===== src/hdl/epw_pkg.sv =====
// Constants for the enhanced PWM shutdown and steering block.
// Assumes an APB slave at 25 MHz with one aligned 32-bit word per register.
//
// Summary of operation
// Fifth module timer field picks period timer two, four or six; 11 reserved.
// Shutdown event sets status flag and forces all outputs to shutdown state; the core does so only for steered pins in single-output PWM mode.
// Three-bit source select decodes comparators and low fault pin as shown.
// Pins a and c shut down tri-stated, driven high or low.
// Pins b and d shut down tri-stated, driven high or low.
// Synchronised comparators cause shutdown only after the sixteen-bit timer tick.
// In the third module, comparator three replaces comparator two.
// With auto restart set, the flag clears itself once the cause is gone.
// With auto restart clear, software clears the flag; outputs stay shut.
// Delay count postpones each active-going edge by that many cycles.
// Delay count is zero while the clock fallback condition holds.
// Steering changes apply at next period, or next cycle when sync clear.
// Each steering enable routes the waveform with polarity, else port control.
// Steering works only in PWM mode with single output configuration.
// Low two mode bits set a/c and b/d polarity.
// Outputs stay shut until a period start after the flag clears.
package epw_pkg;
    // ************************************************************
    // Register byte offsets.
    // ************************************************************
    localparam logic [7:0] OFS_TSEL = 8'h00;
    localparam logic [7:0] OFS_ASC = 8'h04;
    localparam logic [7:0] OFS_PWC = 8'h08;
    localparam logic [7:0] OFS_PSC = 8'h0C;
    localparam logic [7:0] OFS_MODE = 8'h10;
    localparam logic [7:0] OFS_ISTS = 8'h14;
    localparam logic [7:0] OFS_IMSK = 8'h18;
    // ************************************************************
    // Reset values and field positions.
    // ************************************************************
    localparam logic [7:0] ASC_RST = 8'h00;
    localparam logic [7:0] PWC_RST = 8'h00;
    localparam logic [4:0] PSC_RST = 5'h01;
    localparam logic [7:0] MODE_RST = 8'h00;
    localparam int ASC_FLAG = 7;
    localparam int PWC_RSEN = 7;
    localparam int PSC_SYNC = 4;
    localparam int IRQ_SHUT = 0;
    localparam int IRQ_RESTART = 1;
    localparam logic [1:0] TSEL_TWO = 2'h0;
    localparam logic [1:0] TSEL_FOUR = 2'h1;
    localparam logic [1:0] TSEL_SIX = 2'h2;
    localparam logic [1:0] MODE_PWM = 2'h3;
    localparam logic [1:0] CFG_SINGLE = 2'h0;
endpackage


===== src/hdl/epw_core.sv =====
// Enhanced PWM output stage: auto-shutdown, restart, dead band, steering.
// Assumes the raw modulated waveform and timer ticks come from logic on clk;
// fault pin and comparator outputs are asynchronous and synchronised here.
`timescale 1ns/1ps
`default_nettype none
module epw_core
    import epw_pkg::*;
#(
    parameter bit THIRD_MODULE = 1'b0
) (
    input wire logic clk,
    input wire logic reset_n,
    input wire logic psel,
    input wire logic penable,
    input wire logic pwrite,
    input wire logic [31:0] paddr,
    input wire logic [31:0] pwdata,
    output logic [31:0] prdata,
    output logic pready,
    output logic pslverr,
    input wire logic pwm_raw,
    input wire logic period_tick_two,
    input wire logic period_tick_four,
    input wire logic period_tick_six,
    input wire logic sixteen_bit_timer_tick,
    input wire logic fault_input_pin_n,
    input wire logic comparator_one,
    input wire logic comparator_two,
    input wire logic comparator_three,
    input wire logic [2:0] comparator_sync_enable,
    input wire logic clock_fallback_active,
    input wire logic [3:0] port_out,
    input wire logic [3:0] port_oe,
    output logic [3:0] pin_out,
    output logic [3:0] pin_oe,
    output logic irq
);
    // ************************************************************
    // State.
    // ************************************************************
    typedef struct packed {
        logic [1:0] tsel;
        logic [7:0] asc;
        logic [7:0] pwc;
        logic [4:0] psc;
        logic [7:0] mode;
        logic [1:0] ists;
        logic [1:0] imsk;
        logic flt_s1;
        logic flt_s2;
        logic [2:0] cmp_s1;
        logic [2:0] cmp_s2;
        logic [2:0] cmp_held;
        logic [3:0] steer_act;
        logic shut_out;
        logic [6:0] dly_cnt;
        logic wave_d;
        logic [31:0] prdata;
        logic pready;
        logic pslverr;
        logic [3:0] pin_out;
        logic [3:0] pin_oe;
        logic irq;
    } epw_state_t;

    epw_state_t s_reg;
    epw_state_t s_next;

    // source decode
    function automatic logic shut_decode(input logic [2:0] src,
                                         input logic flt,
                                         input logic c1,
                                         input logic c2);
        logic comp;
        comp = (src[0] & c1) | (src[1] & c2);
        shut_decode = (src[2] & flt) | comp;
    endfunction

    logic acc;
    logic wr;
    logic wr_asc;
    logic mapped;
    logic [2:0] cmp_eff;
    logic c2_sel;
    logic cond;
    logic ptick;
    logic mode_ok;
    logic flag_clr;
    logic flag_set;
    logic flag_new;
    logic [31:0] rdata;

    always_comb begin
        s_next = s_reg;
        acc = psel & penable;
        wr = acc & pwrite & s_reg.pready;
        mapped = (paddr[1:0] == 2'h0) && (paddr[31:8] == 24'h0)
            && (paddr[7:0] <= OFS_IMSK);
        wr_asc = wr && mapped && (paddr[7:0] == OFS_ASC);
        // Synchronisers: the first stages feed only the second stages.
        s_next.flt_s1 = ~fault_input_pin_n;
        s_next.flt_s2 = s_reg.flt_s1;
        s_next.cmp_s1 = {comparator_three, comparator_two, comparator_one};
        s_next.cmp_s2 = s_reg.cmp_s1;
        // timer-aligned comparators
        if (sixteen_bit_timer_tick) begin
            s_next.cmp_held = s_reg.cmp_s2;
        end
        cmp_eff = (comparator_sync_enable & s_reg.cmp_held)
            | (~comparator_sync_enable & s_reg.cmp_s2);
        // comparator three swap
        c2_sel = THIRD_MODULE ? cmp_eff[2] : cmp_eff[1];
        cond = shut_decode(s_reg.asc[6:4], s_reg.flt_s2, cmp_eff[0], c2_sel);
        // period timer selection
        case (s_reg.tsel)
            TSEL_TWO: ptick = period_tick_two;
            TSEL_FOUR: ptick = period_tick_four;
            TSEL_SIX: ptick = period_tick_six;
            default: ptick = 1'b0;
        endcase
        // steering only in single-output PWM
        mode_ok = (s_reg.mode[3:2] == MODE_PWM)
            && (s_reg.mode[7:6] == CFG_SINGLE);

        // ********************************************************
        // APB register access.
        // ********************************************************
        case (paddr[7:0])
            OFS_TSEL: rdata = {30'h0, s_reg.tsel};
            OFS_ASC: rdata = {24'h0, s_reg.asc};
            OFS_PWC: rdata = {24'h0, s_reg.pwc};
            OFS_PSC: rdata = {27'h0, s_reg.psc};
            OFS_MODE: rdata = {24'h0, s_reg.mode};
            OFS_ISTS: rdata = {30'h0, s_reg.ists};
            OFS_IMSK: rdata = {30'h0, s_reg.imsk};
            default: rdata = 32'h0;
        endcase
        s_next.pready = acc & ~s_reg.pready;
        s_next.pslverr = acc & ~s_reg.pready & ~mapped;
        s_next.prdata = (acc && !pwrite && mapped) ? rdata : 32'h0;
        if (wr && mapped) begin
            case (paddr[7:0])
                OFS_TSEL: s_next.tsel = pwdata[1:0];
                OFS_ASC: s_next.asc[6:0] = pwdata[6:0];
                OFS_PWC: s_next.pwc = pwdata[7:0];
                OFS_PSC: s_next.psc[PSC_SYNC] = pwdata[PSC_SYNC];
                OFS_MODE: s_next.mode = pwdata[7:0];
                OFS_ISTS: s_next.ists = s_reg.ists & ~pwdata[1:0];
                OFS_IMSK: s_next.imsk = pwdata[1:0];
                default: s_next.tsel = s_reg.tsel;
            endcase
        end
        // delay count held at zero
        if (clock_fallback_active) begin
            s_next.pwc[6:0] = 7'h00;
        end

        // ********************************************************
        // Shutdown flag: a live cause always wins over any clear.
        // ********************************************************
        // automatic restart clear
        flag_clr = s_reg.pwc[PWC_RSEN] & ~cond;
        // software clear path
        if (wr_asc && !pwdata[ASC_FLAG]) begin
            flag_clr = 1'b1;
        end
        flag_set = cond | (wr_asc & pwdata[ASC_FLAG]);
        // sticky shutdown flag
        flag_new = flag_set | (s_reg.asc[ASC_FLAG] & ~flag_clr);
        s_next.asc[ASC_FLAG] = flag_new;
        if (flag_new && !s_reg.asc[ASC_FLAG]) begin
            s_next.ists[IRQ_SHUT] = 1'b1;
        end
        if (!flag_new && s_reg.asc[ASC_FLAG] && s_reg.pwc[PWC_RSEN]
            && !wr_asc) begin
            s_next.ists[IRQ_RESTART] = 1'b1;
        end
        // resume only at period start
        if (flag_new) begin
            s_next.shut_out = 1'b1;
        end else if (ptick) begin
            s_next.shut_out = 1'b0;
        end

        // ********************************************************
        // Steering enables and dead band.
        // ********************************************************
        // steering update point
        if (!s_reg.psc[PSC_SYNC] || ptick) begin
            s_next.steer_act = s_reg.psc[3:0];
        end
        if (wr && mapped && paddr[7:0] == OFS_PSC) begin
            s_next.psc[3:0] = pwdata[3:0];
        end
        // active edge delay
        if (!pwm_raw) begin
            s_next.wave_d = 1'b0;
            s_next.dly_cnt = 7'h00;
        end else if (!s_reg.wave_d) begin
            if (s_reg.dly_cnt >= s_reg.pwc[6:0]) begin
                s_next.wave_d = 1'b1;
            end else begin
                s_next.dly_cnt = s_reg.dly_cnt + 7'h01;
            end
        end

        // ********************************************************
        // Pin drivers.
        // ********************************************************
        for (int i = 0; i < 4; i++) begin
            logic [1:0] sst;
            logic pol;
            sst = i[0] ? s_reg.asc[1:0] : s_reg.asc[3:2];
            // pair polarity
            pol = i[0] ? s_reg.mode[0] : s_reg.mode[1];
            // route waveform or port
            if (!(mode_ok && s_reg.steer_act[i])) begin
                s_next.pin_out[i] = port_out[i];
                s_next.pin_oe[i] = port_oe[i];
            end else if (s_reg.shut_out) begin
                // a/c shutdown level
                // b/d shutdown level
                s_next.pin_oe[i] = ~sst[1];
                s_next.pin_out[i] = ~sst[1] & sst[0];
            end else begin
                s_next.pin_oe[i] = 1'b1;
                s_next.pin_out[i] = s_reg.wave_d ^ pol;
            end
        end
        s_next.irq = |(s_reg.ists & s_reg.imsk);
    end

    always_ff @(posedge clk) begin
        if (!reset_n) begin
            s_reg <= '0;
            s_reg.psc <= PSC_RST;
        end else begin
            s_reg <= s_next;
        end
    end

    assign prdata = s_reg.prdata;
    assign pready = s_reg.pready;
    assign pslverr = s_reg.pslverr;
    assign pin_out = s_reg.pin_out;
    assign pin_oe = s_reg.pin_oe;
    assign irq = s_reg.irq;
endmodule
`default_nettype wire


===== config.mk =====
export PLATFORM = sky130hd
export DESIGN_NAME = epw_core
export DESIGN_NICKNAME = d
export VERILOG_FILES = /design/src/hdl/epw_pkg.sv /design/src/hdl/epw_core.sv
export SDC_FILE = /design/constraint.sdc
export NUM_CORES = 1
export LEC_CHECK = 0
export ABC_AREA = 1
export BUFFER_PORTS_ARGS = -buffer_cell sky130_fd_sc_hd__buf_4
export CORE_MARGIN = 2
export CORE_UTILIZATION = 45
export DETAILED_ROUTE_END_ITERATION = 10
export PLACE_DENSITY_LB_ADDON = 0.12
export SLEW_MARGIN = 40
export SYNTH_ARGS = -nofsm -noshare
export SYNTH_HDL_FRONTEND = slang
export SYNTH_SLANG_ARGS = --single-unit

===== constraint.sdc =====
create_clock -name clk -period 4.1 [get_ports clk]
set_input_delay 0.205 -clock clk [delete_from_list [all_inputs] [get_ports clk]]
set_output_delay 0.205 -clock clk [all_outputs]
set_load 0.01 [all_outputs]

==> flow_summary.json <==
{
  "status": "completed",
  "slowest_stage": "dfxtp_1",
  "antenna_cells": 0,
  "synth_warnings": 0,
  "cap_viol_max_count": 0,
  "largest_reg_flops": 53,
  "cp.arrival_ns": 2.12,
  "multi_input_area_um2": 1642,
  "power_switching_share_pct": 21.11,
  "p_int_w": 0.001229,
  "path_common_cell": "a21oi_1",
  "maxSlewViolCount": 0,
  "rsz0062_at_grt": "no",
  "num_vias": 3266,
  "avgRoutedWirePerCell_um": 12.99,
  "routed_wl_um": 8612,
  "fillers": 753,
  "power_w": 0.001558,
  "finalHoldViolations": 0,
  "antenna_found_initial": 0,
  "cts_buffers": 9,
  "cp_num_buf_inv": 2,
  "cts-root-buf": "clkbuf_8",
  "setup_tns_ns": 0,
  "whs_path_depth": 3,
  "ys_seq_area_share_pct": 41.41,
  "worstMarginPinSlew_ns": 0.7737,
  "cts_sinks": 75,
  "drc": 0,
  "post-cts-setup-buffers": 0,
  "slew_headroom_pct": 48.20,
  "setup_viol": 0,
  "pwr_density_cell_nw_per_um2": 357.1,
  "cts_tree": "yes",
  "fp.coreArea_um2": 7767,
  "fmax_mhz": 534.2,
  "area_delta_synth_final_pct": 20.36,
  "cts_buffer_depth": 2,
  "worst_path_largest_cell_delay_ns": 0.33,
  "cp_cell_sequence": "inv_1 -> ha_1 -> a21oi_1 -> o21ai_0 -> a21oi_1 -> nand3b_1 -> inv_1 -> a21oi_1 -> o21a_1",
  "port-buffer-count": 82,
  "required_ns": 4.35,
  "fin_crit_sh_pct": 45.66,
  "grt_pass1_wl_um": 13740,
  "firstDrtPassIters": 4,
  "crit_path_end_kind": "flip-flop",
  "die-area_um2": 8792,
  "power_switching_w": 0.0003290,
  "crit_cells": 9,
  "die_x_um": 93.77,
  "dr.first_iter.drc_count": 184,
  "syn_area_um2": 3626,
  "layout-drive-gt1-share_pct": 21.21,
  "skew_ns": 0.008582,
  "placementRows": 32,
  "worstSetupPathType": "flip-flop to flip-flop",
  "timing.hold.ws_ns": 0.03483,
  "clkPwrFrac_pct": 45.0,
  "mostFrequentLayoutCells": "buf_4 (82), dfxtp_1 (75), nor2_1 (67), nand2_1 (58), a21oi_1 (54)",
  "cpLargestDelayFamily": "compound AO/OA/AOI/OAI gates",
  "critPathLaunchType": "flip-flop",
  "clk_latency_ns": 0.35,
  "pwr-share-comb_pct": 7.4,
  "ys_ff_latch": 75,
  "initial_core_util_pct": 46.68,
  "syn_avg_cell_area_um2": 7.385,
  "crit_fanout": 8,
  "die_h_um": 93.77,
  "final_core_util_pct": 56.19,
  "hp-class": "input pin to flip-flop",
  "nets": 655,
  "period_needed_ns": 1.872,
  "hpwl_um": 6542,
  "grt_overflow": 0,
  "final_common_cell": "buf_4",
  "pwr-share-seq_pct": 47.6,
  "ir_worst_vdd_mv": 0.2178,
  "grt_pass1_vias": 2964,
  "synth_cells": 491,
  "r2r_cells": 9,
  "grt_max_degree": 45,
  "grtUsageTotal_pct": 20.24,
  "final-seq-area_um2": 1501,
  "clkTransAtPathRegs_ns": 0.07,
  "via_per_inst": 4.926,
  "io_pins": 133,
  "p_leak_nw": 1.894,
  "ys_types": 36,
  "cts_max_level": 3,
  "ant_nets": 0,
  "gp_congestion": 0.8571
}
## cells by family (layout without fill, tap and decap cells)
family | Yosys count | count (layout) | share of synthesized area [%]
muxes | 1 | 1 | 0.2761
buffers and inverters | 109 | 156 | 15.70
DFF | 75 | 75 | 41.41
and+or+nand+nor | 167 | 167 | 20.53
AOI/OAI and AO/OA | 130 | 130 | 19.22
other | 1 | 24 | 0.1034
adders and majority gates | 8 | 8 | 2.761
## final timing paths
path	start	endpoint	slack, ns
max	s_reg[86]	s_reg[48]	2.23
min	comparator_two	s_next[60]	0.03
max reg2reg	s_reg[86]	s_reg[48]	2.23
min reg2reg	s_next[65]	s_reg[65]	0.41
## layout make-up
cell class	count	share of cell area [%]
clock buffer	11	3.469
clock inverter	4	2.236
inverter	58	5.017
multi-input combinational	330	37.61
sequential	75	34.40
tap	102	2.924
timing repair buffer	83	14.33
## worst register-to-register path, delay by kind of cell, from the launching register on
| family | cells | cell delay (ns) |
|---|---|---|
| flops | 1 | 0.33 |
| compound gates | 5 | 0.57 |
| simple gates | 1 | 0.24 |
| buf+inv | 2 | 0.32 |
| fa+ha+maj | 1 | 0.31 |
## cells in the mapped netlist
library cell / number / area [um^2]
a21oi_2: 3 / 26.28
o21ai_1: 13 / 65.06
nand2_4: 1 / 11.26
buf_2: 1 / 5.000
nand4_1: 6 / 37.54
o2bb2ai_1: 1 / 8.760
nor2_4: 3 / 33.78
conb_1: 1 / 3.750
a221oi_1: 1 / 8.760
nand3b_1: 2 / 15.01
o21ai_2: 1 / 8.760
o21ai_0: 41 / 205.2
and3_1: 1 / 6.260
nor2_1: 67 / 251.5
dfxtp_1: 75 / 1501
a31oi_1: 5 / 31.28
nand2_2: 2 / 12.51
nor3_1: 7 / 35.03
nand3_2: 2 / 20.02
nand4_2: 1 / 12.51
clkbuf_1: 9 / 33.78
inv_2: 5 / 18.77
inv_1: 52 / 195.2
nor2_2: 3 / 18.77
clkinv_2: 1 / 5.000
o22ai_1: 8 / 50.05
o211ai_1: 2 / 15.01
nor4_1: 2 / 12.51
buf_6: 1 / 11.26
nand2_1: 58 / 217.7
ha_1: 8 / 100.1
nand3_1: 12 / 60.06
buf_4: 40 / 300.3
mux2i_1: 1 / 10.01
o21a_1: 1 / 7.510
a21oi_1: 54 / 270.3
## per-layer routing
layer / share of wire [%] / up-vias / GRT usage, %
met2: 47 / 109 / 32.38
met5: 0 / - / 0
met1: 45 / 1446 / 25.51
met3: 5.8 / 19 / 5.939
met4: 2.2 / 0 / 8.213
li1: - / 1692 / -
## power by group through the flow
| stage | registers [W] | clock network, W | logic [W] |
|---|---|---|---|
| after detailed placement | 0.000759 | 0 | 0.000115 |
| after CTS | 0.000741 | 0.000713 | 0.000115 |
| after floorplan | 0.000758 | 0 | 0.0000699 |
| after global routing | 0.000742 | 0.000739 | 0.000129 |
| final | 0.000741 | 0.000701 | 0.000116 |
| after global placement | 0.000758 | 0 | 0.000113 |
## through the flow
stage | std cells | instance area [um^2] | setup slack (ns)
CTS | 662 | 4354 | 2.227
finish | 663 | 4364 | 2.228
detailed placement | 647 | 4105 | 2.203
global route | 663 | 4364 | 2.015
floorplan | 514 | 3712 | 2.514
global placement | 647 | 4105 | 2.170
## what timing repair did
action,CTS,global route
gates resized for setup,0,0
endpoints found under the hold margin,0,1
hold buffers,0,1
Note: power is estimated with default switching activity, not from simulation.
